### src/common/csfi_pkg.sv
// Constants shared by the charger status and fault interrupt block
package csfi_pkg;
  // ==========================================================
  // Clock and timing
  localparam int unsigned CLK_HZ        = 50_000_000;
  localparam int unsigned ALERT_US      = 256;
  localparam int unsigned ALERT_CYC     = ALERT_US * (CLK_HZ / 1_000_000);
  localparam int unsigned BLINK_HZ      = 1;
  localparam int unsigned BLINK_HALF_CYC = CLK_HZ / (2 * BLINK_HZ);
  localparam int unsigned PUMP_PHASE_MS = 100;
  localparam int unsigned PUMP_PHASE_CYC = PUMP_PHASE_MS * (CLK_HZ / 1_000);
  localparam int unsigned TMR_W         = 26;
  localparam logic [2:0]  PUMP_PULSES   = 3'h3;
  localparam logic [2:0]  BOOST_RETRY   = 3'h7;

  // ==========================================================
  // Register offsets
  localparam logic [7:0] A_CTRL0  = 8'h00;
  localparam logic [7:0] A_CTRL1  = 8'h01;
  localparam logic [7:0] A_PUMP   = 8'h02;
  localparam logic [7:0] A_STATUS = 8'h08;
  localparam logic [7:0] A_FAULT  = 8'h09;
  localparam logic [7:0] A_FLAG   = 8'h0e;
  localparam logic [7:0] A_LAST   = 8'h0f;
  localparam logic [7:0] RD_BEYOND = 8'hff;
  localparam logic [7:0] RD_NONE   = 8'h00;

  // ==========================================================
  // Field positions
  localparam int unsigned C0_SEL_LSB  = 5;
  localparam int unsigned C0_ILIM_LSB = 0;
  localparam int unsigned C1_BOOST    = 7;
  localparam int unsigned C1_OVP_LSB  = 5;
  localparam int unsigned C1_MASK     = 4;
  localparam int unsigned C1_MAN_LSB  = 0;
  localparam int unsigned PU_EN       = 7;
  localparam int unsigned PU_UP       = 1;
  localparam int unsigned PU_DN       = 0;

  // ==========================================================
  // Reset values and encodings
  localparam logic [4:0] ILIM_RST   = 5'h17;
  localparam logic [4:0] ILIM_100MA = 5'h00;
  localparam logic [1:0] OVP_RST    = 2'h3;
  localparam logic [1:0] SEL_NORMAL = 2'h0;
  localparam logic [1:0] SEL_MANUAL = 2'h1;
  localparam logic [1:0] MAN_DRIVE  = 2'h1;
  localparam logic [1:0] MAN_BLINK  = 2'h2;
  localparam logic [1:0] CFC_NONE   = 2'h0;
  localparam logic [1:0] CFC_INOV   = 2'h1;
  localparam logic [1:0] CFC_TSHUT  = 2'h2;
  localparam logic [2:0] TYPE_NONE  = 3'h0;

  typedef enum logic [2:0] {
    PS_IDLE = 3'b001,
    PS_LOW  = 3'b010,
    PS_HIGH = 3'b100
  } csfi_pstate_t;
endpackage

### src/design/csfi_timer.sv
// Loadable down counter used for pulse, blink and pump phase timing
`timescale 1ns/1ps
module csfi_timer #(
  parameter int unsigned W = 26
) (
  input  wire logic         core_clk,
  input  wire logic         srst,
  input  wire logic         start,
  input  wire logic [W-1:0] load,
  output logic              busy,
  output logic              done
);
  typedef struct packed {
    logic [W-1:0] cnt;
  } csfi_tmr_t;

  csfi_tmr_t s_q;
  csfi_tmr_t s_d;

  // ==========================================================
  // Count down from the loaded value
  always_comb begin
    s_d = s_q;
    if (start) begin
      s_d.cnt = load;
    end else if (s_q.cnt != '0) begin
      s_d.cnt = s_q.cnt - 1'b1;
    end
  end

  always_ff @(posedge core_clk) begin
    if (srst) begin
      s_q <= '0;
    end else begin
      s_q <= s_d;
    end
  end

  assign busy = (s_q.cnt != '0);
  assign done = (s_q.cnt == W'(1));
endmodule // csfi_timer

### src/design/csfi_top.sv
// Charger status indicator, host alert pulse, fault latches and pump protocol
// ==========================================================
//
// Decided for this implementation: the register addresses and the strobed register port.
`timescale 1ns/1ps
module csfi_top #(
  parameter int unsigned ALERT_CYC      = csfi_pkg::ALERT_CYC,
  parameter int unsigned BLINK_HALF_CYC = csfi_pkg::BLINK_HALF_CYC,
  parameter int unsigned PUMP_PHASE_CYC = csfi_pkg::PUMP_PHASE_CYC
) (
  input  wire logic       core_clk,
  input  wire logic       srst,
  input  wire logic [7:0] addr,
  input  wire logic [7:0] wdata,
  input  wire logic       wr_en,
  input  wire logic       rd_en,
  output logic      [7:0] rdata,
  input  wire logic       chg_active,
  input  wire logic       chg_done,
  input  wire logic       timer_fault,
  input  wire logic       sys_ovp,
  input  wire logic [2:0] thermistor_fault,
  input  wire logic [3:0] ovp_cmp,
  input  wire logic       boost_mode,
  input  wire logic       boost_short,
  input  wire logic       boost_ovp,
  input  wire logic       therm_reg,
  input  wire logic       tshut,
  input  wire logic       bat_ovp,
  input  wire logic       src_detected,
  input  wire logic [2:0] input_type_raw,
  input  wire logic       power_good_raw,
  input  wire logic       input_good_raw,
  input  wire logic       dpm_active,
  output logic            ind_o,
  output logic            ind_oe,
  output logic            host_alert_n,
  output logic      [4:0] input_current_limit,
  output logic            boost_enable,
  output logic            conv_stop,
  output logic            bat_sw_off,
  output logic            chg_stop,
  output logic            timer_half_rate,
  output logic            term_disable
);
  localparam int unsigned TW = csfi_pkg::TMR_W;

  typedef struct packed {
    logic [1:0]           ind_sel;
    logic [1:0]           ind_man;
    logic [4:0]           ilim;
    logic [1:0]           ovp_sel;
    logic                 dpm_mask;
    logic                 boost_en;
    logic                 pump_en;
    logic                 raise;
    logic                 lower;
    csfi_pkg::csfi_pstate_t ps;
    logic [2:0]           pcnt;
    logic [2:0]           retry;
    logic                 boost_fault;
    logic                 lat_inov;
    logic                 lat_tshut;
    logic                 lat_bovp;
    logic                 lat_good;
    logic                 lat_done;
    logic                 lat_src;
    logic                 lat_dpm;
    logic                 p_inov;
    logic                 p_tshut;
    logic                 p_bovp;
    logic                 p_done;
    logic                 p_src;
    logic                 p_good;
    logic                 p_dpm;
    logic                 p_short;
    logic                 p_bfault;
    logic                 armed;
    logic                 seen_ft;
    logic                 seen_fl;
    logic                 alert_n;
    logic                 blink;
    logic                 ind_o;
    logic                 ind_oe;
    logic [4:0]           eff_ilim;
    logic                 conv_stop;
    logic                 bat_sw_off;
    logic                 chg_stop;
    logic                 half_rate;
    logic                 term_dis;
    logic [7:0]           rdata;
  } csfi_st_t;

  csfi_st_t s_q;
  csfi_st_t s_d;

  logic inov;
  logic k_tshut;
  logic b_tshut;
  logic gd;
  logic susp;
  logic wr_c0;
  logic wr_c1;
  logic wr_pu;
  logic rd_ft;
  logic rd_fl;
  logic ev_any;
  logic fire;
  logic pump_go;
  logic pump_start;
  logic a_busy;
  logic a_done;
  logic b_busy;
  logic b_done;
  logic p_done;

  // ==========================================================
  // Live conditions and decode
  assign inov    = ovp_cmp[s_q.ovp_sel];
  assign k_tshut = tshut & ~boost_mode;
  assign b_tshut = tshut & boost_mode;
  assign gd      = input_good_raw & ~k_tshut;
  assign susp    = ((inov | (|thermistor_fault) | timer_fault | sys_ovp) & ~boost_mode)
                 | (boost_mode & (|thermistor_fault));
  // Each access touches its own address only; no increment exists
  assign wr_c0 = wr_en && (addr == csfi_pkg::A_CTRL0);
  assign wr_c1 = wr_en && (addr == csfi_pkg::A_CTRL1);
  assign wr_pu = wr_en && (addr == csfi_pkg::A_PUMP);
  assign rd_ft = rd_en && (addr == csfi_pkg::A_FAULT);
  assign rd_fl = rd_en && (addr == csfi_pkg::A_FLAG);

  // ==========================================================
  // Alert events
  assign ev_any = (inov & ~s_q.p_inov)
                | (k_tshut & ~s_q.p_tshut)
                | (bat_ovp & ~s_q.p_bovp)
                | (s_q.boost_fault & ~s_q.p_bfault)
                | (chg_done & ~s_q.p_done)
                | (src_detected & ~s_q.p_src)
                | (gd ^ s_q.p_good)
                | (dpm_active & ~s_q.p_dpm & ~s_q.dpm_mask);
  assign fire = ev_any & s_q.armed & s_q.alert_n;

  // ==========================================================
  // Pump sequence starts
  assign pump_go = wr_pu && s_q.pump_en && wdata[csfi_pkg::PU_EN]
                && (s_q.ps == csfi_pkg::PS_IDLE)
                && (wdata[csfi_pkg::PU_UP] ^ wdata[csfi_pkg::PU_DN]);
  assign pump_start = pump_go
                   || (p_done && (s_q.ps == csfi_pkg::PS_LOW))
                   || (p_done && (s_q.ps == csfi_pkg::PS_HIGH)
                       && (s_q.pcnt != csfi_pkg::PUMP_PULSES - 3'h1));

  // ==========================================================
  // Timers
  csfi_timer #(.W(TW)) u_alert_tmr (
    .core_clk (core_clk),
    .srst     (srst),
    .start    (fire),
    .load     (TW'(ALERT_CYC)),
    .busy     (a_busy),
    .done     (a_done)
  );

  csfi_timer #(.W(TW)) u_blink_tmr (
    .core_clk (core_clk),
    .srst     (srst),
    .start    (b_done || !b_busy),
    .load     (TW'(BLINK_HALF_CYC)),
    .busy     (b_busy),
    .done     (b_done)
  );

  csfi_timer #(.W(TW)) u_pump_tmr (
    .core_clk (core_clk),
    .srst     (srst),
    .start    (pump_start),
    .load     (TW'(PUMP_PHASE_CYC)),
    .busy     (),
    .done     (p_done)
  );

  // ==========================================================
  // Next state
  always_comb begin
    s_d = s_q;

    // Control writes
    if (wr_c0) begin
      s_d.ind_sel = wdata[csfi_pkg::C0_SEL_LSB +: 2];
      s_d.ilim    = wdata[csfi_pkg::C0_ILIM_LSB +: 5];
    end
    if (wr_c1) begin
      s_d.ovp_sel  = wdata[csfi_pkg::C1_OVP_LSB +: 2];
      s_d.dpm_mask = wdata[csfi_pkg::C1_MASK];
      s_d.ind_man  = wdata[csfi_pkg::C1_MAN_LSB +: 2];
      s_d.boost_en = wdata[csfi_pkg::C1_BOOST];
      if (wdata[csfi_pkg::C1_BOOST] && !s_q.boost_en) begin
        s_d.boost_fault = 1'b0;
        s_d.retry       = 3'h0;
      end
    end
    if (wr_pu) begin
      s_d.pump_en = wdata[csfi_pkg::PU_EN];
    end

    // Boost protections win over a same-cycle enable write
    if (boost_short && !s_q.p_short && s_q.boost_en) begin
      if (s_q.retry == csfi_pkg::BOOST_RETRY) begin
        s_d.boost_en    = 1'b0;
        s_d.boost_fault = 1'b1;
      end else begin
        s_d.retry = s_q.retry + 3'h1;
      end
    end
    if (boost_ovp && s_d.boost_en) begin
      s_d.boost_en    = 1'b0;
      s_d.boost_fault = 1'b1;
    end
    if (b_tshut) begin
      s_d.boost_en = 1'b0;
    end

    // Pump protocol
    unique case (s_q.ps)
      csfi_pkg::PS_IDLE: begin
        if (pump_go) begin
          s_d.raise = wdata[csfi_pkg::PU_UP];
          s_d.lower = wdata[csfi_pkg::PU_DN];
          s_d.pcnt  = 3'h0;
          s_d.ps    = csfi_pkg::PS_LOW;
        end
      end
      csfi_pkg::PS_LOW: begin
        if (wr_pu && !wdata[csfi_pkg::PU_EN]) begin
          s_d.ps = csfi_pkg::PS_IDLE;
        end else if (p_done) begin
          s_d.ps = csfi_pkg::PS_HIGH;
        end
      end
      csfi_pkg::PS_HIGH: begin
        if (wr_pu && !wdata[csfi_pkg::PU_EN]) begin
          s_d.ps = csfi_pkg::PS_IDLE;
        end else if (p_done) begin
          if (s_q.pcnt == csfi_pkg::PUMP_PULSES - 3'h1) begin
            s_d.ps = csfi_pkg::PS_IDLE;
          end else begin
            s_d.pcnt = s_q.pcnt + 3'h1;
            s_d.ps   = csfi_pkg::PS_LOW;
          end
        end
      end
      default: begin
        s_d.ps = csfi_pkg::PS_IDLE;
      end
    endcase
    if (s_d.ps == csfi_pkg::PS_IDLE) begin
      s_d.raise = 1'b0;
      s_d.lower = 1'b0;
    end
    s_d.eff_ilim = (s_d.ps == csfi_pkg::PS_LOW) ? csfi_pkg::ILIM_100MA
                                                 : s_d.ilim;

    // Fault latches: a read reloads the live state
    s_d.lat_inov  = (rd_ft ? 1'b0 : s_q.lat_inov) | inov;
    s_d.lat_tshut = (rd_ft ? 1'b0 : s_q.lat_tshut) | k_tshut;
    s_d.lat_bovp  = (rd_ft ? 1'b0 : s_q.lat_bovp) | bat_ovp;

    // Flag latches: a read clears, a new event wins
    s_d.lat_good = (rd_fl ? 1'b0 : s_q.lat_good) | (gd ^ s_q.p_good);
    s_d.lat_done = (rd_fl ? 1'b0 : s_q.lat_done) | (chg_done & ~s_q.p_done);
    s_d.lat_src  = (rd_fl ? 1'b0 : s_q.lat_src) | (src_detected & ~s_q.p_src);
    s_d.lat_dpm  = (rd_fl ? 1'b0 : s_q.lat_dpm) | (dpm_active & ~s_q.p_dpm);

    // Edge history
    s_d.p_inov   = inov;
    s_d.p_tshut  = k_tshut;
    s_d.p_bovp   = bat_ovp;
    s_d.p_done   = chg_done;
    s_d.p_src    = src_detected;
    s_d.p_good   = gd;
    s_d.p_dpm    = dpm_active;
    s_d.p_short  = boost_short;
    s_d.p_bfault = s_q.boost_fault;

    // Alert arming
    if (fire) begin
      s_d.armed   = 1'b0;
      s_d.seen_ft = 1'b0;
      s_d.seen_fl = 1'b0;
    end else begin
      if (rd_ft) begin
        s_d.seen_ft = 1'b1;
      end
      if (rd_fl) begin
        s_d.seen_fl = 1'b1;
      end
      if (s_d.seen_ft && s_d.seen_fl
          && !(s_d.lat_inov | s_d.lat_tshut | s_d.lat_bovp | s_d.lat_good
               | s_d.lat_done | s_d.lat_src | s_d.lat_dpm)) begin
        s_d.armed = 1'b1;
      end
    end
    s_d.alert_n = !(fire || (a_busy && !a_done));

    // Indicator
    if (b_done) begin
      s_d.blink = ~s_q.blink;
    end
    s_d.ind_o = 1'b0;
    if (s_q.ind_sel == csfi_pkg::SEL_NORMAL) begin
      if (susp) begin
        s_d.ind_oe = s_q.blink;
      end else begin
        s_d.ind_oe = chg_active;
      end
    end else if (s_q.ind_sel == csfi_pkg::SEL_MANUAL) begin
      s_d.ind_oe = (s_q.ind_man == csfi_pkg::MAN_DRIVE)
                || ((s_q.ind_man == csfi_pkg::MAN_BLINK) && s_q.blink);
    end else begin
      s_d.ind_oe = 1'b0;
    end

    // Protection outputs
    s_d.conv_stop  = k_tshut | (inov & ~boost_mode)
                   | (boost_mode & (boost_ovp | s_q.boost_fault));
    s_d.bat_sw_off = b_tshut;
    s_d.chg_stop   = bat_ovp;
    s_d.half_rate  = therm_reg;
    s_d.term_dis   = therm_reg;

    // Read data
    s_d.rdata = csfi_pkg::RD_NONE;
    if (rd_en) begin
      case (addr)
        csfi_pkg::A_CTRL0: s_d.rdata = {1'b0, s_q.ind_sel, s_q.ilim};
        csfi_pkg::A_CTRL1: s_d.rdata = {s_q.boost_en, s_q.ovp_sel, s_q.dpm_mask,
                                        2'b00, s_q.ind_man};
        csfi_pkg::A_PUMP: s_d.rdata = {s_q.pump_en, 5'h00, s_q.raise, s_q.lower};
        csfi_pkg::A_STATUS: s_d.rdata = {k_tshut ? csfi_pkg::TYPE_NONE : input_type_raw,
                                         power_good_raw & ~k_tshut, gd, therm_reg,
                                         chg_active, chg_done};
        csfi_pkg::A_FAULT: s_d.rdata = {1'b0, s_q.boost_fault,
                                        s_q.lat_tshut ? csfi_pkg::CFC_TSHUT
                                        : (s_q.lat_inov ? csfi_pkg::CFC_INOV
                                                        : csfi_pkg::CFC_NONE),
                                        s_q.lat_bovp, thermistor_fault};
        csfi_pkg::A_FLAG: s_d.rdata = {4'h0, s_q.lat_good, s_q.lat_done,
                                       s_q.lat_src, s_q.lat_dpm};
        default: begin
          if (addr > csfi_pkg::A_LAST) begin
            s_d.rdata = csfi_pkg::RD_BEYOND;
          end
        end
      endcase
    end
  end

  // ==========================================================
  // State register
  always_ff @(posedge core_clk) begin
    if (srst) begin
      s_q          <= '0;
      s_q.ilim     <= csfi_pkg::ILIM_RST;
      s_q.eff_ilim <= csfi_pkg::ILIM_RST;
      s_q.ovp_sel  <= csfi_pkg::OVP_RST;
      s_q.ps       <= csfi_pkg::PS_IDLE;
      s_q.armed    <= 1'b1;
      s_q.alert_n  <= 1'b1;
    end else begin
      s_q <= s_d;
    end
  end

  // ==========================================================
  // Outputs
  assign rdata               = s_q.rdata;
  assign ind_o               = s_q.ind_o;
  assign ind_oe              = s_q.ind_oe;
  assign host_alert_n        = s_q.alert_n;
  assign input_current_limit = s_q.eff_ilim;
  assign boost_enable        = s_q.boost_en;
  assign conv_stop           = s_q.conv_stop;
  assign bat_sw_off          = s_q.bat_sw_off;
  assign chg_stop            = s_q.chg_stop;
  assign timer_half_rate     = s_q.half_rate;
  assign term_disable        = s_q.term_dis;
endmodule // csfi_top

### config.mk
export PLATFORM = sky130hd
export DESIGN_NAME = csfi_top
export DESIGN_NICKNAME = d
export VERILOG_FILES = /design/src/common/csfi_pkg.sv /design/src/design/csfi_timer.sv /design/src/design/csfi_top.sv
export SDC_FILE = /design/constraint.sdc
export NUM_CORES = 1
export LEC_CHECK = 0
export ABC_AREA = 1
export BUFFER_PORTS_ARGS = -buffer_cell sky130_fd_sc_hd__buf_2
export CAP_MARGIN = 10
export CORE_ASPECT_RATIO = 0.75
export CORE_UTILIZATION = 66
export CTS_BUF_LIST = sky130_fd_sc_hd__clkbuf_8
export DETAILED_ROUTE_END_ITERATION = 10
export PLACE_DENSITY = 0.83
export SKIP_CTS_REPAIR_TIMING = 1
export SYNTH_ARGS = -nofsm -noshare
export SYNTH_HDL_FRONTEND = slang
export SYNTH_SLANG_ARGS = --single-unit
### constraint.sdc
create_clock -name core_clk -period 3.35 [get_ports core_clk]
set_input_delay 0.5025 -clock core_clk [delete_from_list [all_inputs] [get_ports core_clk]]
set_output_delay 0.5025 -clock core_clk [all_outputs]
set_load 0.02 [all_outputs]
==> results of run 1 <==
where the power goes:
part           switching [W]  leakage [nW]  internal (W)
clock               0.000708         0.211      0.000770
sequential          0.000376          1.16       0.00209
combinational        0.00262          2.51       0.00142
total                0.00371          3.88       0.00428
cell families after synthesis:
kind of cell / count (synthesis) / share of synthesized area
other cells: 1 / 0.000499
simple gates: 609 / 0.365
fa+ha+maj: 10 / 0.0166
xor+xnor: 43 / 0.0501
buf+inv: 164 / 0.0964
flops: 142 / 0.378
compound gates: 126 / 0.0930
stage by stage:
stage	cell area, µm²	utilization
global route	8240	0.747
finish	8240	0.747
CTS	8240	0.747
global placement	7810	0.708
detailed placement	7810	0.708
floorplan	7520	-
cell type report:
cell class,count,area [µm²],share of cell area
Multi-Input combinational cell,789,3950,0.480
Timing Repair Buffer,67,343,0.0416
Clock inverter,14,180,0.0219
Tap cell,140,175,0.0213
Sequential cell,142,2840,0.345
Clock buffer,18,248,0.0301
Inverter,132,495,0.0602
metal layers:
layer  wire [µm]  GRT usage
met1        8580      0.429
met2        7140      0.454
met3        1160     0.0606
met4         149     0.0884
met5           0          0
final timing paths:
check                           from            endpoint  cells past startpoint
setup / recovery   u_pump_tmr.s_q[0]   u_pump_tmr.s_q[9]                     11
hold / removal             boost_ovp        boost_enable                      2
hold reg to reg   u_blink_tmr.s_q[0]  u_blink_tmr.s_q[0]                      1
setup reg to reg   u_pump_tmr.s_q[0]   u_pump_tmr.s_q[9]                     11
registers in the layout, indices dropped and copies added (netlist names), 5 cells and up:
register             count
s_q                     43
u_alert_tmr.s_q         26
u_blink_tmr.s_q         26
u_pump_tmr.s_q          26
rdata                    8
input_current_limit      5
placed cells by master, fill, tap and decap left out, drive strengths merged, types with 6 or more instances in the layout:
cell    instances
ha             10
nand2         243
inv           136
nor2          229
nand4          15
o21ai          32
xor2           21
nand3b          6
or2            12
buf            67
nor3           25
dfxtp         142
xnor2          22
nand3          72
a21oi          69
clkbuf         18
cell usage after synthesis, types with 3 or more instances:
cell                       number  share of area
sky130_fd_sc_hd__o21ai_0       26          0.017
sky130_fd_sc_hd__nor2_2        28          0.023
sky130_fd_sc_hd__nand2_2        6         0.0050
sky130_fd_sc_hd__nor2_1       192          0.096
sky130_fd_sc_hd__dfxtp_1      142           0.38
sky130_fd_sc_hd__nand4_1       15          0.012
sky130_fd_sc_hd__o22ai_1        4         0.0033
sky130_fd_sc_hd__nand2_1      235           0.12
sky130_fd_sc_hd__or2_2          8         0.0067
sky130_fd_sc_hd__xor2_1        21          0.024
sky130_fd_sc_hd__inv_1        120          0.060
sky130_fd_sc_hd__nand3_1       65          0.043
sky130_fd_sc_hd__o211ai_1       4         0.0040
sky130_fd_sc_hd__nor3_1        22          0.015
sky130_fd_sc_hd__inv_2         11         0.0055
sky130_fd_sc_hd__clkbuf_1       8         0.0040
sky130_fd_sc_hd__nor2_4         9          0.013
sky130_fd_sc_hd__a22o_1         3         0.0035
sky130_fd_sc_hd__buf_4         18          0.018
sky130_fd_sc_hd__nand3_2        7         0.0093
sky130_fd_sc_hd__o21ai_1        5         0.0033
sky130_fd_sc_hd__nand3b_1       6         0.0060
sky130_fd_sc_hd__buf_6          3         0.0045
sky130_fd_sc_hd__a21oi_1       68          0.045
sky130_fd_sc_hd__ha_1          10          0.017
sky130_fd_sc_hd__xnor2_1       22          0.026
sky130_fd_sc_hd__a31oi_1        5         0.0042
sky130_fd_sc_hd__a41oi_1        3         0.0035
==> report_table.html, run 1 <==
<table>
<tr><th>Metric</th><th>Value</th></tr>
<tr><th colspan="2">Setup path</th></tr>
<tr><td>Startpoint type of the worst setup path</td><td>flop</td></tr>
<tr><td>Critical path data required time</td><td>3.71 ns</td></tr>
<tr><td>Critical path buffers and inverters</td><td>3</td></tr>
<tr><td>Setup crit end kind</td><td>flop</td></tr>
<tr><td>Worst Path Max Fanout</td><td>13</td></tr>
<tr><td>CP cell instances</td><td>inv_1, ha_1, nand2_1, nor2_1, nand2_1, nor2_2, inv_2, nand3b_1, nand2_1, nand2_1, inv_1</td></tr>
<tr><td>Start-to-end type of the worst setup path</td><td>reg2reg</td></tr>
<tr><td>Worst EP arrival</td><td>2.54 ns</td></tr>
<tr><td>Largest delay share family, worst path</td><td>simple AND/OR/NAND/NOR gates</td></tr>
<tr><td>Crit-path max cell delay</td><td>between 0.4 and 0.5 ns</td></tr>
<tr><td>Cell repeated most along the worst path</td><td>sky130_fd_sc_hd__nand2_1</td></tr>
<tr><td>R2R Setup Slk</td><td>1.17 ns</td></tr>
<tr><td>Cell with the largest stage delay on the worst path</td><td>sky130_fd_sc_hd__nor2_2</td></tr>
<tr><th colspan="2">Finish</th></tr>
<tr><td>Relative area change from synthesis to final layout</td><td>9.54%</td></tr>
<tr><td>Number of inserted diodes</td><td>0</td></tr>
<tr><td>Net total in the final layout</td><td>1203</td></tr>
<tr><td>Share of final-layout standard cells stronger than drive strength 1</td><td>0.151</td></tr>
<tr><td>Fillers</td><td>just over 900</td></tr>
<tr><td>Non-Filler Instances</td><td>1302</td></tr>
<tr><th colspan="2">Yosys</th></tr>
<tr><td>Sequential share of the synthesized area</td><td>0.378</td></tr>
<tr><td>Dominant register cell in the synthesized netlist</td><td>sky130_fd_sc_hd__dfxtp_1</td></tr>
<tr><td>Yosys warning total</td><td>0</td></tr>
<tr><td>Unique masters post-synth</td><td>49</td></tr>
<tr><td>Share of flip-flops with an asynchronous set or reset after synthesis</td><td>0</td></tr>
<tr><td>Number of flip-flops and latches in the synthesized netlist</td><td>~140</td></tr>
<tr><td>Post-synth design cell area</td><td>approximately 7500 µm²</td></tr>
<tr><td>Number of flops mapped to enable cells by yosys</td><td>0</td></tr>
<tr><td>Average footprint of a synthesized cell</td><td>6.87 µm²</td></tr>
<tr><td>Post-synthesis instance total</td><td>1095</td></tr>
<tr><td>Net count after synthesis</td><td>1149</td></tr>
<tr><th colspan="2">STA</th></tr>
<tr><td>Worst-Margin Slew</td><td>around 0.68 ns</td></tr>
<tr><td>Final period util</td><td>0.650</td></tr>
<tr><td>Max Clock Freq</td><td>~460 MHz</td></tr>
<tr><td>Worst setup skew after layout</td><td>0.0182 ns</td></tr>
<tr><td>Summed negative setup slack over all endpoints</td><td>0 ns</td></tr>
<tr><td>Max-slew headroom at the worst pin</td><td>0.545</td></tr>
<tr><td>Final Hold Slack</td><td>between 0.2 and 0.3 ns</td></tr>
<tr><td>Number of failing hold endpoints at the final stage</td><td>0</td></tr>
<tr><td>Crit path time final</td><td>2.18 ns</td></tr>
<tr><td>Number of failing setup endpoints in the final timing report</td><td>0</td></tr>
<tr><td>Number of slew-limit violations in the final report</td><td>0</td></tr>
<tr><td>Unrepaired setup endpoints after global routing</td><td>false</td></tr>
<tr><td>Worst setup slack after layout</td><td>1.17 ns</td></tr>
<tr><th colspan="2">Detailed routing</th></tr>
<tr><td>Iteration count of the initial detailed-routing pass</td><td>9</td></tr>
<tr><td>DRC Markers</td><td>8</td></tr>
<tr><td>Number of violations reported at the end of detailed-routing iteration 0</td><td>about 520</td></tr>
<tr><td>Number of routed nets with antenna violations</td><td>0</td></tr>
<tr><td>DR WL/cell</td><td>13.1 µm</td></tr>
<tr><td>Overall routed net length</td><td>17000 µm</td></tr>
<tr><td>Vias</td><td>between 6000 and 7000</td></tr>
<tr><td>Number of vias per cell</td><td>roughly 5.3</td></tr>
<tr><th colspan="2">Power</th></tr>
<tr><td>Cell Pwr Density</td><td>~970 nW/µm²</td></tr>
<tr><td>Peak VDD IR</td><td>just under 0.0008 V</td></tr>
<tr><td>Static Leakage</td><td>3.88 nW</td></tr>
<tr><td>Power after layout</td><td>between 0.007 and 0.008 W</td></tr>
<tr><th colspan="2">Placement</th></tr>
<tr><td>Dpl cells</td><td>1270</td></tr>
<tr><td>Detail Placement HPWL</td><td>between 10000 and 15000 µm</td></tr>
<tr><td>Buffers added on ports</td><td>64</td></tr>
<tr><td>Global placement routability congestion</td><td>0.921</td></tr>
<tr><td>Worst slack at placement</td><td>about 1.1 ns</td></tr>
<tr><th colspan="2">Global route</th></tr>
<tr><td>Antenna violations before repair</td><td>0</td></tr>
<tr><td>Sum of overflow across all layers after global routing</td><td>0</td></tr>
<tr><td>Global-route usage over all layers</td><td>0.299</td></tr>
<tr><td>Largest net degree at the start of global routing</td><td>between 40 and 50</td></tr>
<tr><td>First-pass GRT wire length</td><td>roughly 28000 µm</td></tr>
<tr><td>Via count of the first global-routing pass</td><td>around 5900</td></tr>
<tr><th colspan="2">Clock tree</th></tr>
<tr><td>Clock buffer count from CTS</td><td>17</td></tr>
<tr><td>Clock sink count</td><td>142</td></tr>
<tr><td>Clock transition at the register clock pins on the worst setup and hold paths after CTS</td><td>~0.09 ns</td></tr>
<tr><td>Maximum root-to-sink buffer count</td><td>2</td></tr>
<tr><td>Clk root buf</td><td>sky130_fd_sc_hd__clkbuf_8</td></tr>
<tr><td>TritonCTS clock tree</td><td>built</td></tr>
<tr><td>Later-pin clock latency in the skew report</td><td>approximately 0.45 ns</td></tr>
<tr><td>H-tree depth</td><td>4</td></tr>
<tr><th colspan="2">Min path</th></tr>
<tr><td>Hold WC Path Type</td><td>in2reg</td></tr>
<tr><th colspan="2">Die</th></tr>
<tr><td>Standard-cell row count</td><td>33</td></tr>
<tr><td>Starting utilization of the core area</td><td>0.682</td></tr>
<tr><td>Core footprint</td><td>~11000 µm²</td></tr>
<tr><td>Width of the chip</td><td>125 µm</td></tr>
<tr><td>Total I/O pin count</td><td>between 60 and 70</td></tr>
<tr><td>Area of the die</td><td>11800 µm²</td></tr>
<tr><td>Overall die height</td><td>94.4 µm</td></tr>
<tr><th colspan="2">Run status</th></tr>
<tr><td>Run status</td><td>finished, violations left</td></tr>
<tr><td>Violations in the final reports</td><td>DRC</td></tr>
<tr><th colspan="2">Job</th></tr>
<tr><td>Max-capacitance violation count</td><td>0</td></tr>
</table>
(Power assumes the default switching activity.)
==> inputs of run 2 (changes only) <==
ABC_AREA = 0   (was 1)
CORE_UTILIZATION = 61   (was 66)
PLACE_DENSITY = 0.78   (was 0.83)
clock period = 2.2 ns   (was 3.35 ns; I/O delays follow)
==> report_table.html, run 2 <==
<table>
<tr><th>Metric</th><th>Value</th></tr>
<tr><th colspan="2">Run status</th></tr>
<tr><td>Run status</td><td>finished, violations left (unchanged)</td></tr>
<tr><td>Violations in the final reports</td><td>setup timing (was DRC)</td></tr>
<tr><th colspan="2">Yosys</th></tr>
<tr><td>Number of flip-flops and latches in the synthesized netlist</td><td>142 (unchanged)</td></tr>
<tr><td>Post-synthesis instance total</td><td>783 (was 1095)</td></tr>
<tr><td>Average footprint of a synthesized cell</td><td>8.78 µm² (was 6.87 µm²)</td></tr>
<tr><td>Unique masters post-synth</td><td>66 (was 49)</td></tr>
<tr><td>Most numerous cell in the Yosys netlist</td><td>sky130_fd_sc_hd__dfxtp_1 (was sky130_fd_sc_hd__nand2_1)</td></tr>
<tr><td>Post-synth design cell area</td><td>6870 µm² (was 7520 µm²)</td></tr>
<tr><td>Yosys warning total</td><td>0 (unchanged)</td></tr>
<tr><td>Post-synth top cells</td><td>142 x sky130_fd_sc_hd__dfxtp_1, 77 x sky130_fd_sc_hd__nor2_1, 57 x sky130_fd_sc_hd__a21oi_1, 38 x sky130_fd_sc_hd__nand2_1, 34 x sky130_fd_sc_hd__nor3_1 (was 235 x sky130_fd_sc_hd__nand2_1, 192 x sky130_fd_sc_hd__nor2_1, 142 x sky130_fd_sc_hd__dfxtp_1, 120 x sky130_fd_sc_hd__inv_1, 68 x sky130_fd_sc_hd__a21oi_1)</td></tr>
<tr><td>Dominant register cell in the synthesized netlist</td><td>sky130_fd_sc_hd__dfxtp_1 (unchanged)</td></tr>
<tr><td>Combinational family with the most area after synthesis</td><td>simple AND/OR/NAND/NOR gates (unchanged)</td></tr>
<tr><td>Largest area contributor in the synthesized netlist</td><td>sky130_fd_sc_hd__dfxtp_1 (unchanged)</td></tr>
<tr><td>Multiplexer fraction of the synthesized cell area</td><td>0.0382 (was 0)</td></tr>
<tr><td>Area share of the largest cell type after synthesis</td><td>0.414 (was 0.378)</td></tr>
<tr><td>Number of flops mapped to enable cells by yosys</td><td>0 (unchanged)</td></tr>
<tr><td>Post-synthesis adder-cell area fraction</td><td>0.0182 (was 0.0166)</td></tr>
<tr><td>Area fraction in compound gates after synthesis</td><td>0.160 (was 0.0930)</td></tr>
<tr><td>Net count after synthesis</td><td>837 (was 1149)</td></tr>
<tr><td>Share of flip-flops with an asynchronous set or reset after synthesis</td><td>0 (unchanged)</td></tr>
<tr><td>Sequential share of the synthesized area</td><td>0.414 (was 0.378)</td></tr>
<tr><td>Xor and xnor area share after synthesis</td><td>0.0510 (was 0.0501)</td></tr>
<tr><td>Dominant cells by area after synthesis</td><td>sky130_fd_sc_hd__dfxtp_1 41%, sky130_fd_sc_hd__nor2_1 4.2%, sky130_fd_sc_hd__a21oi_1 4.2% (was sky130_fd_sc_hd__dfxtp_1 38%, sky130_fd_sc_hd__nand2_1 12%, sky130_fd_sc_hd__nor2_1 9.6%)</td></tr>
<tr><td>Simple-gate portion of the synthesized area</td><td>0.273 (was 0.365)</td></tr>
<tr><th colspan="2">Clock tree</th></tr>
<tr><td>Later-pin clock latency in the skew report</td><td>0.46 ns (was 0.45 ns)</td></tr>
<tr><td>Clock transition at the register clock pins on the worst setup and hold paths after CTS</td><td>0.09 ns (about the same)</td></tr>
<tr><td>TritonCTS clock tree</td><td>built (unchanged)</td></tr>
<tr><td>Clock sink count</td><td>142 (unchanged)</td></tr>
<tr><td>Clock buffer count from CTS</td><td>17 (unchanged)</td></tr>
<tr><td>Maximum root-to-sink buffer count</td><td>2 (unchanged)</td></tr>
<tr><td>H-tree depth</td><td>4 (unchanged)</td></tr>
<tr><td>Clk root buf</td><td>sky130_fd_sc_hd__clkbuf_8 (unchanged)</td></tr>
<tr><th colspan="2">Setup path</th></tr>
<tr><td>Cell repeated most along the worst path</td><td>sky130_fd_sc_hd__nand3_1 (was sky130_fd_sc_hd__nand2_1)</td></tr>
<tr><td>Startpoint type of the worst setup path</td><td>flop (unchanged)</td></tr>
<tr><td>Critical path buffers and inverters</td><td>1 (was 3)</td></tr>
<tr><td>Worst reg2reg startpoint</td><td>u_pump_tmr.s_q[9] (was u_pump_tmr.s_q[0])</td></tr>
<tr><td>Startpoint of the most critical setup path</td><td>u_pump_tmr.s_q[9] (was u_pump_tmr.s_q[0])</td></tr>
<tr><td>Start-to-end type of the worst setup path</td><td>reg2reg (unchanged)</td></tr>
<tr><td>Critical path data required time</td><td>2.59 ns (was 3.71 ns)</td></tr>
<tr><td>Setup crit end kind</td><td>flop (unchanged)</td></tr>
<tr><td>Largest delay share family, worst path</td><td>simple AND/OR/NAND/NOR gates (unchanged)</td></tr>
<tr><td>Crit-path max cell delay</td><td>0.54 ns (was 0.49 ns)</td></tr>
<tr><td>CP cell instances</td><td>nor4_1, buf_4, nand3_1, or3_4, or4_1, nand3_1 (was inv_1, ha_1, nand2_1, nor2_1, nand2_1, nor2_2, inv_2, nand3b_1, nand2_1, nand2_1, inv_1)</td></tr>
<tr><td>Cell with the largest stage delay on the worst path</td><td>sky130_fd_sc_hd__nor4_1 (was sky130_fd_sc_hd__nor2_2)</td></tr>
<tr><td>Worst Path Max Fanout</td><td>4 (was 13)</td></tr>
<tr><td>Worst EP arrival</td><td>2.83 ns (was 2.54 ns)</td></tr>
<tr><th colspan="2">Job</th></tr>
<tr><td>Max-capacitance violation count</td><td>0 (unchanged)</td></tr>
<tr><th colspan="2">STA</th></tr>
<tr><td>Number of failing setup endpoints in the final timing report</td><td>62 (was 0)</td></tr>
<tr><td>Final Hold Slack</td><td>0.0957 ns (was 0.270 ns)</td></tr>
<tr><td>Worst setup slack after layout</td><td>-0.238 ns (was 1.17 ns)</td></tr>
<tr><td>Crit path time final</td><td>2.44 ns (was 2.18 ns)</td></tr>
<tr><td>Final period util</td><td>1.11 (was 0.650)</td></tr>
<tr><td>Max-slew headroom at the worst pin</td><td>0.463 (was 0.545)</td></tr>
<tr><td>Worst-Margin Slew</td><td>0.795 ns (was 0.676 ns)</td></tr>
<tr><td>Unrepaired setup endpoints after global routing</td><td>true (was false)</td></tr>
<tr><td>Number of slew-limit violations in the final report</td><td>0 (unchanged)</td></tr>
<tr><td>Worst setup skew after layout</td><td>0.0100 ns (was 0.0182 ns)</td></tr>
<tr><td>Max Clock Freq</td><td>410 MHz (was 459 MHz)</td></tr>
<tr><td>Number of failing hold endpoints at the final stage</td><td>0 (unchanged)</td></tr>
<tr><td>Summed negative setup slack over all endpoints</td><td>-7.38 ns (was 0 ns)</td></tr>
<tr><th colspan="2">Placement</th></tr>
<tr><td>Detail Placement HPWL</td><td>12700 µm (was 12600 µm)</td></tr>
<tr><td>Dpl cells</td><td>1020 (was 1270)</td></tr>
<tr><td>Buffers added on ports</td><td>64 (unchanged)</td></tr>
<tr><td>Global placement routability congestion</td><td>0.915 (was 0.921)</td></tr>
<tr><th colspan="2">Finish</th></tr>
<tr><td>Most frequent standard cell in the layout excluding fill and tap cells</td><td>sky130_fd_sc_hd__dfxtp_1 (was sky130_fd_sc_hd__nand2_1)</td></tr>
<tr><td>Net total in the final layout</td><td>974 (was 1203)</td></tr>
<tr><td>Share of final-layout standard cells stronger than drive strength 1</td><td>0.325 (was 0.151)</td></tr>
<tr><td>Fillers</td><td>637 (was 915)</td></tr>
<tr><td>Number of inserted diodes</td><td>0 (unchanged)</td></tr>
<tr><td>Relative area change from synthesis to final layout</td><td>29.1% (was 9.54%)</td></tr>
<tr><td>FF/Latch Area</td><td>2850 µm² (was 2840 µm²)</td></tr>
<tr><td>Number of flip-flops in the largest register</td><td>43 (unchanged)</td></tr>
<tr><td>Non-Filler Instances</td><td>1073 (was 1302)</td></tr>
<tr><td>Register ranked first by flip-flop count</td><td>s_q (unchanged)</td></tr>
<tr><td>Commonest non-fill, non-tap cells in the layout</td><td>133 x sky130_fd_sc_hd__dfxtp_1, 85 x sky130_fd_sc_hd__buf_4, 69 x sky130_fd_sc_hd__nor2_1, 64 x sky130_fd_sc_hd__buf_2, 44 x sky130_fd_sc_hd__a21oi_1 (was 235 x sky130_fd_sc_hd__nand2_1, 192 x sky130_fd_sc_hd__nor2_1, 142 x sky130_fd_sc_hd__dfxtp_1, 120 x sky130_fd_sc_hd__inv_1, 68 x sky130_fd_sc_hd__a21oi_1)</td></tr>
<tr><td>Total area of multi-input combinational cells</td><td>4250 µm² (was 3950 µm²)</td></tr>
<tr><th colspan="2">Power</th></tr>
<tr><td>Static Leakage</td><td>3.48 nW (was 3.88 nW)</td></tr>
<tr><td>Peak VDD IR</td><td>0.00112 V (was 0.000771 V)</td></tr>
<tr><td>Cell Pwr Density</td><td>1700 nW/µm² (was 970 nW/µm²)</td></tr>
<tr><td>Power after layout</td><td>0.0151 W (was 0.00799 W)</td></tr>
<tr><th colspan="2">Die</th></tr>
<tr><td>Total I/O pin count</td><td>66 (unchanged)</td></tr>
<tr><td>Overall die height</td><td>93.9 µm (was 94.4 µm)</td></tr>
<tr><td>Area of the die</td><td>11700 µm² (was 11800 µm²)</td></tr>
<tr><td>Starting utilization of the core area</td><td>0.628 (was 0.682)</td></tr>
<tr><td>Standard-cell row count</td><td>33 (unchanged)</td></tr>
<tr><td>Width of the chip</td><td>125 µm (about the same)</td></tr>
<tr><td>Core footprint</td><td>10900 µm² (was 11000 µm²)</td></tr>
<tr><th colspan="2">Detailed routing</th></tr>
<tr><td>Overall routed net length</td><td>21600 µm (was 17000 µm)</td></tr>
<tr><td>Iteration count of the initial detailed-routing pass</td><td>6 (was 9)</td></tr>
<tr><td>Vias</td><td>7102 (was 6924)</td></tr>
<tr><td>DR WL/cell</td><td>20.2 µm (was 13.1 µm)</td></tr>
<tr><td>Number of routed nets with antenna violations</td><td>0 (unchanged)</td></tr>
<tr><td>DRC Markers</td><td>0 (was 8)</td></tr>
<tr><td>Number of violations reported at the end of detailed-routing iteration 0</td><td>840 (was 523)</td></tr>
<tr><td>Number of vias per cell</td><td>6.62 (was 5.32)</td></tr>
<tr><th colspan="2">Min path</th></tr>
<tr><td>Hold WC Path Type</td><td>in2reg (unchanged)</td></tr>
<tr><td>Startpoint of the lowest-slack hold path</td><td>dpm_active (was boost_ovp)</td></tr>
<tr><th colspan="2">Global route</th></tr>
<tr><td>Antenna violations before repair</td><td>0 (unchanged)</td></tr>
<tr><td>Global-route usage over all layers</td><td>0.311 (was 0.299)</td></tr>
<tr><td>First-pass GRT wire length</td><td>29400 µm (was 28200 µm)</td></tr>
<tr><td>Via count of the first global-routing pass</td><td>6167 (was 5923)</td></tr>
<tr><td>Largest net degree at the start of global routing</td><td>38 (was 41)</td></tr>
<tr><td>Sum of overflow across all layers after global routing</td><td>0 (unchanged)</td></tr>
</table>
## run 2: path summary, 6_finish.rpt
| check | to | slack [ns] | cells after the start |
|---|---|---|---|
| max reg2reg | u_pump_tmr.s_q[19] | -0.24 | 6 |
| min reg2reg | s_q[23] | 0.47 | 2 |
| max | u_pump_tmr.s_q[19] | -0.24 | 6 |
| min | s_q[27] | 0.1 | 2 |
## run 2: per-stage QoR
stage | cell area, µm² | worst slack, ns | utilization
4_1_cts | 8190 | -0.208 | 0.749
3_3_place_gp | 7840 | -0.0874 | 0.716
3_5_place_dp | 7840 | -0.198 | 0.716
6_report | 8870 | -0.238 | 0.811
5_1_grt | 8870 | -0.255 | 0.811
2_1_floorplan | 6990 | -0.100 | -
## run 2: worst register-to-register path, cell delays in order (launching register included)
cell                      delay [ns]
sky130_fd_sc_hd__dfxtp_1        0.38
sky130_fd_sc_hd__nor4_1         0.54
sky130_fd_sc_hd__buf_4          0.22
sky130_fd_sc_hd__nand3_1        0.22
sky130_fd_sc_hd__or3_4          0.42
sky130_fd_sc_hd__or4_1          0.48
sky130_fd_sc_hd__nand3_1        0.11
## run 2: final cells by class
type,instances,area share
Multi-Input combinational cell,579,0.479
Sequential cell,142,0.322
Timing Repair Buffer,165,0.133
Clock buffer,18,0.0279
Tap cell,140,0.0197
Clock inverter,14,0.0124
Inverter,15,0.00635
## run 2: metal layers
metal / wire length, µm / up-vias / global-route usage
met1: 8640 / 3389 / 0.413
met2: 10300 / 440 / 0.508
li1: - / 3178 / -
met5: 0 / - / 0
met4: 767 / 0 / 0.101
met3: 1940 / 95 / 0.0615
## run 2: logic make-up after synthesis
| logic type | after synthesis |
|---|---|
| compound gates | 171 |
| xor+xnor | 40 |
| fa+ha+maj | 10 |
| buf+inv | 62 |
| flops | 142 |
| mux | 25 |
| other cells | 1 |
| simple gates | 332 |
## run 2: power by group
part           total, W  internal, W  leakage (nW)  switching, W
logic           0.00934      0.00429          2.14       0.00505
registers       0.00384      0.00319          1.17      0.000654
clock network   0.00193     0.000823         0.172       0.00111
total            0.0151      0.00830          3.48       0.00681
==> inputs of run 3 (changes only) <==
CORE_MARGIN = 4   (was not set)
==> report_table.html, run 3 (same netlist as run 2, synthesis figures left out) <==
<table>
<tr><th>Metric</th><th>Value</th></tr>
<tr><th colspan="2">Run status</th></tr>
<tr><td>Run status</td><td>finished, violations left (unchanged)</td></tr>
<tr><td>Violations in the final reports</td><td>setup timing (unchanged)</td></tr>
<tr><th colspan="2">Finish</th></tr>
<tr><td>Number of inserted diodes</td><td>0 (unchanged)</td></tr>
<tr><td>Relative area change from synthesis to final layout</td><td>25.5% (was 29.1%)</td></tr>
<tr><td>Net total in the final layout</td><td>963 (was 974)</td></tr>
<tr><td>Share of final-layout standard cells stronger than drive strength 1</td><td>0.298 (was 0.325)</td></tr>
<tr><td>Commonest non-fill, non-tap cells in the layout</td><td>133 x sky130_fd_sc_hd__dfxtp_1, 80 x sky130_fd_sc_hd__buf_4, 70 x sky130_fd_sc_hd__nor2_1, 65 x sky130_fd_sc_hd__buf_2, 48 x sky130_fd_sc_hd__a21oi_1 (was 133 x sky130_fd_sc_hd__dfxtp_1, 85 x sky130_fd_sc_hd__buf_4, 69 x sky130_fd_sc_hd__nor2_1, 64 x sky130_fd_sc_hd__buf_2, 44 x sky130_fd_sc_hd__a21oi_1)</td></tr>
<tr><td>Number of flip-flops in the largest register</td><td>43 (unchanged)</td></tr>
<tr><td>Fillers</td><td>725 (was 637)</td></tr>
<tr><td>Most frequent standard cell in the layout excluding fill and tap cells</td><td>sky130_fd_sc_hd__dfxtp_1 (unchanged)</td></tr>
<tr><td>Cell area after layout</td><td>8630 µm² (was 8870 µm²)</td></tr>
<tr><td>Final core occ</td><td>0.785 (was 0.811)</td></tr>
<tr><td>Register ranked first by flip-flop count</td><td>s_q (unchanged)</td></tr>
<tr><td>Non-Filler Instances</td><td>1060 (was 1073)</td></tr>
<tr><th colspan="2">STA</th></tr>
<tr><td>Max Clock Freq</td><td>428 MHz (was 410 MHz)</td></tr>
<tr><td>Crit path time final</td><td>2.33 ns (was 2.44 ns)</td></tr>
<tr><td>Max-slew headroom at the worst pin</td><td>0.579 (was 0.463)</td></tr>
<tr><td>Number of slew-limit violations in the final report</td><td>0 (unchanged)</td></tr>
<tr><td>Worst setup skew after layout</td><td>0.0125 ns (was 0.0100 ns)</td></tr>
<tr><td>Worst setup slack after layout</td><td>-0.134 ns (was -0.238 ns)</td></tr>
<tr><td>Final period util</td><td>1.06 (was 1.11)</td></tr>
<tr><td>Number of failing setup endpoints in the final timing report</td><td>57 (was 62)</td></tr>
<tr><td>Number of failing hold endpoints at the final stage</td><td>0 (unchanged)</td></tr>
<tr><td>Unrepaired setup endpoints after global routing</td><td>true (unchanged)</td></tr>
<tr><td>Worst-Margin Slew</td><td>0.615 ns (was 0.795 ns)</td></tr>
<tr><th colspan="2">Global route</th></tr>
<tr><td>Sum of overflow across all layers after global routing</td><td>0 (unchanged)</td></tr>
<tr><td>Global-route usage over all layers</td><td>0.280 (was 0.311)</td></tr>
<tr><td>Via count of the first global-routing pass</td><td>6419 (was 6167)</td></tr>
<tr><td>First-pass GRT wire length</td><td>29600 µm (was 29400 µm)</td></tr>
<tr><td>Largest net degree at the start of global routing</td><td>42 (was 38)</td></tr>
<tr><td>Antenna violations before repair</td><td>0 (unchanged)</td></tr>
<tr><th colspan="2">Die</th></tr>
<tr><td>Core footprint</td><td>11000 µm² (was 10900 µm²)</td></tr>
<tr><td>Width of the chip</td><td>131 µm (was 125 µm)</td></tr>
<tr><td>Starting utilization of the core area</td><td>0.626 (was 0.628)</td></tr>
<tr><td>Standard-cell row count</td><td>33 (unchanged)</td></tr>
<tr><td>Overall die height</td><td>99.9 µm (was 93.9 µm)</td></tr>
<tr><td>Area of the die</td><td>13000 µm² (was 11700 µm²)</td></tr>
<tr><td>Total I/O pin count</td><td>66 (unchanged)</td></tr>
<tr><th colspan="2">Placement</th></tr>
<tr><td>Placed instance area</td><td>7830 µm² (was 7840 µm²)</td></tr>
<tr><td>Detail Placement HPWL</td><td>13100 µm (was 12700 µm)</td></tr>
<tr><td>Worst slack at placement</td><td>-0.201 ns (was -0.198 ns)</td></tr>
<tr><td>Buffers added on ports</td><td>64 (unchanged)</td></tr>
<tr><td>Global placement routability congestion</td><td>0.922 (was 0.915)</td></tr>
<tr><td>Dpl cells</td><td>1017 (was 1020)</td></tr>
<tr><th colspan="2">Power</th></tr>
<tr><td>Cell Pwr Density</td><td>1610 nW/µm² (was 1700 nW/µm²)</td></tr>
<tr><td>Peak VDD IR</td><td>0.00145 V (was 0.00112 V)</td></tr>
<tr><td>Static Leakage</td><td>3.40 nW (was 3.48 nW)</td></tr>
<tr><th colspan="2">Clock tree</th></tr>
<tr><td>Clock buffer count from CTS</td><td>17 (unchanged)</td></tr>
<tr><td>Clock sink count</td><td>142 (unchanged)</td></tr>
<tr><td>Later-pin clock latency in the skew report</td><td>0.45 ns (was 0.46 ns)</td></tr>
<tr><td>H-tree depth</td><td>4 (unchanged)</td></tr>
<tr><td>Clock transition at the register clock pins on the worst setup and hold paths after CTS</td><td>0.08 ns (was 0.09 ns)</td></tr>
<tr><td>Clk root buf</td><td>sky130_fd_sc_hd__clkbuf_8 (unchanged)</td></tr>
<tr><td>Maximum root-to-sink buffer count</td><td>2 (unchanged)</td></tr>
<tr><td>TritonCTS clock tree</td><td>built (unchanged)</td></tr>
<tr><th colspan="2">Detailed routing</th></tr>
<tr><td>Vias</td><td>6650 (was 7102)</td></tr>
<tr><td>Number of vias per cell</td><td>6.27 (was 6.62)</td></tr>
<tr><td>Overall routed net length</td><td>19400 µm (was 21600 µm)</td></tr>
<tr><td>Iteration count of the initial detailed-routing pass</td><td>6 (unchanged)</td></tr>
<tr><td>DR WL/cell</td><td>18.3 µm (was 20.2 µm)</td></tr>
<tr><td>Number of violations reported at the end of detailed-routing iteration 0</td><td>687 (was 840)</td></tr>
<tr><td>Number of routed nets with antenna violations</td><td>0 (unchanged)</td></tr>
<tr><td>DRC Markers</td><td>0 (unchanged)</td></tr>
<tr><th colspan="2">Job</th></tr>
<tr><td>Max-capacitance violation count</td><td>0 (unchanged)</td></tr>
<tr><th colspan="2">Setup path</th></tr>
<tr><td>Start-to-end type of the worst setup path</td><td>reg2reg (unchanged)</td></tr>
<tr><td>Setup crit end kind</td><td>flop (unchanged)</td></tr>
<tr><td>Worst Path Max Fanout</td><td>6 (was 4)</td></tr>
<tr><td>Worst EP arrival</td><td>2.67 ns (was 2.83 ns)</td></tr>
<tr><td>Cell with the largest stage delay on the worst path</td><td>sky130_fd_sc_hd__a2111oi_0 (was sky130_fd_sc_hd__nor4_1)</td></tr>
<tr><td>Critical path data required time</td><td>2.53 ns (was 2.59 ns)</td></tr>
<tr><td>CP cell instances</td><td>nor3_1, nand4_1, a2111oi_0, xnor2_1, nor2_4 (was nor4_1, buf_4, nand3_1, or3_4, or4_1, nand3_1)</td></tr>
<tr><td>Crit-path max cell delay</td><td>0.67 ns (was 0.54 ns)</td></tr>
<tr><td>Startpoint type of the worst setup path</td><td>flop (unchanged)</td></tr>
<tr><th colspan="2">Min path</th></tr>
<tr><td>Hold WC Path Type</td><td>in2reg (unchanged)</td></tr>
</table>
[run 3: changes by cell type in the layout (fill, tap and decap cells not counted), sizes merged]
| cell | change |
|---|---|
| inv | -2 |
| clkdlybuf4s15 | -1 |
| clkbuf | -1 |
| clkinv | -2 |
| buf | -9 |
| bufinv | +2 |
[run 3: cell type report]
cell class / instances / area (µm²) / area share
clock inverter: 12 / 123 / 0.0142
sequential: 142 / 2850 / 0.331
timing repair buffer: 154 / 1060 / 0.123
inverter: 15 / 56.3 / 0.00653
clock buffer: 18 / 248 / 0.0287
tap: 140 / 175 / 0.0203
multi-input combinational: 579 / 4110 / 0.476
[run 3: power by group]
group          switching, W  internal, W
registers          0.000596      0.00319
clock network      0.000981      0.00101
logic               0.00436      0.00374
total               0.00594      0.00794
[run 3: critical path, delay by kind of cell (launching register included)]
| family | cells | cell delay [ns] |
|---|---|---|
| DFF | 1 | 0.36 |
| xor gates and xnor gates | 1 | 0.25 |
| AOI/OAI and AO/OA | 1 | 0.67 |
| and+or+nand+nor | 3 | 0.94 |
[run 3: path summary, 6_finish.rpt]
check                                  startpoint            endpoint  slack (ns)  depth (start not counted)
worst max register to register  u_pump_tmr.s_q[5]  u_pump_tmr.s_q[17]       -0.13                          5
worst min register to register            s_q[66]              ind_oe        0.47                          1
worst min-delay path                    therm_reg        term_disable        0.11                          2
worst max-delay path            u_pump_tmr.s_q[5]  u_pump_tmr.s_q[17]       -0.13                          5
[run 3: metrics by stage]
step,hold slack [ns],TNS (ns),total power [W]
CTS,0.102,-4.64,0.0126
detailed placement,0.443,-3.55,0.0106
finish,0.113,-4.32,0.0139
global route,0.109,-7.61,0.0148
floorplan,0.414,-1.82,0.00840
global placement,0.440,-1.34,0.0103
[run 3: layer usage]
metal	global-route usage	vias to the layer above	wire length [µm]	share of wire
met5	0	-	0	0
met2	0.456	295	9110	0.47
met3	0.0628	50	1390	0.071
met1	0.368	3163	8450	0.44
li1	-	3142	-	-
met4	0.0972	0	465	0.024
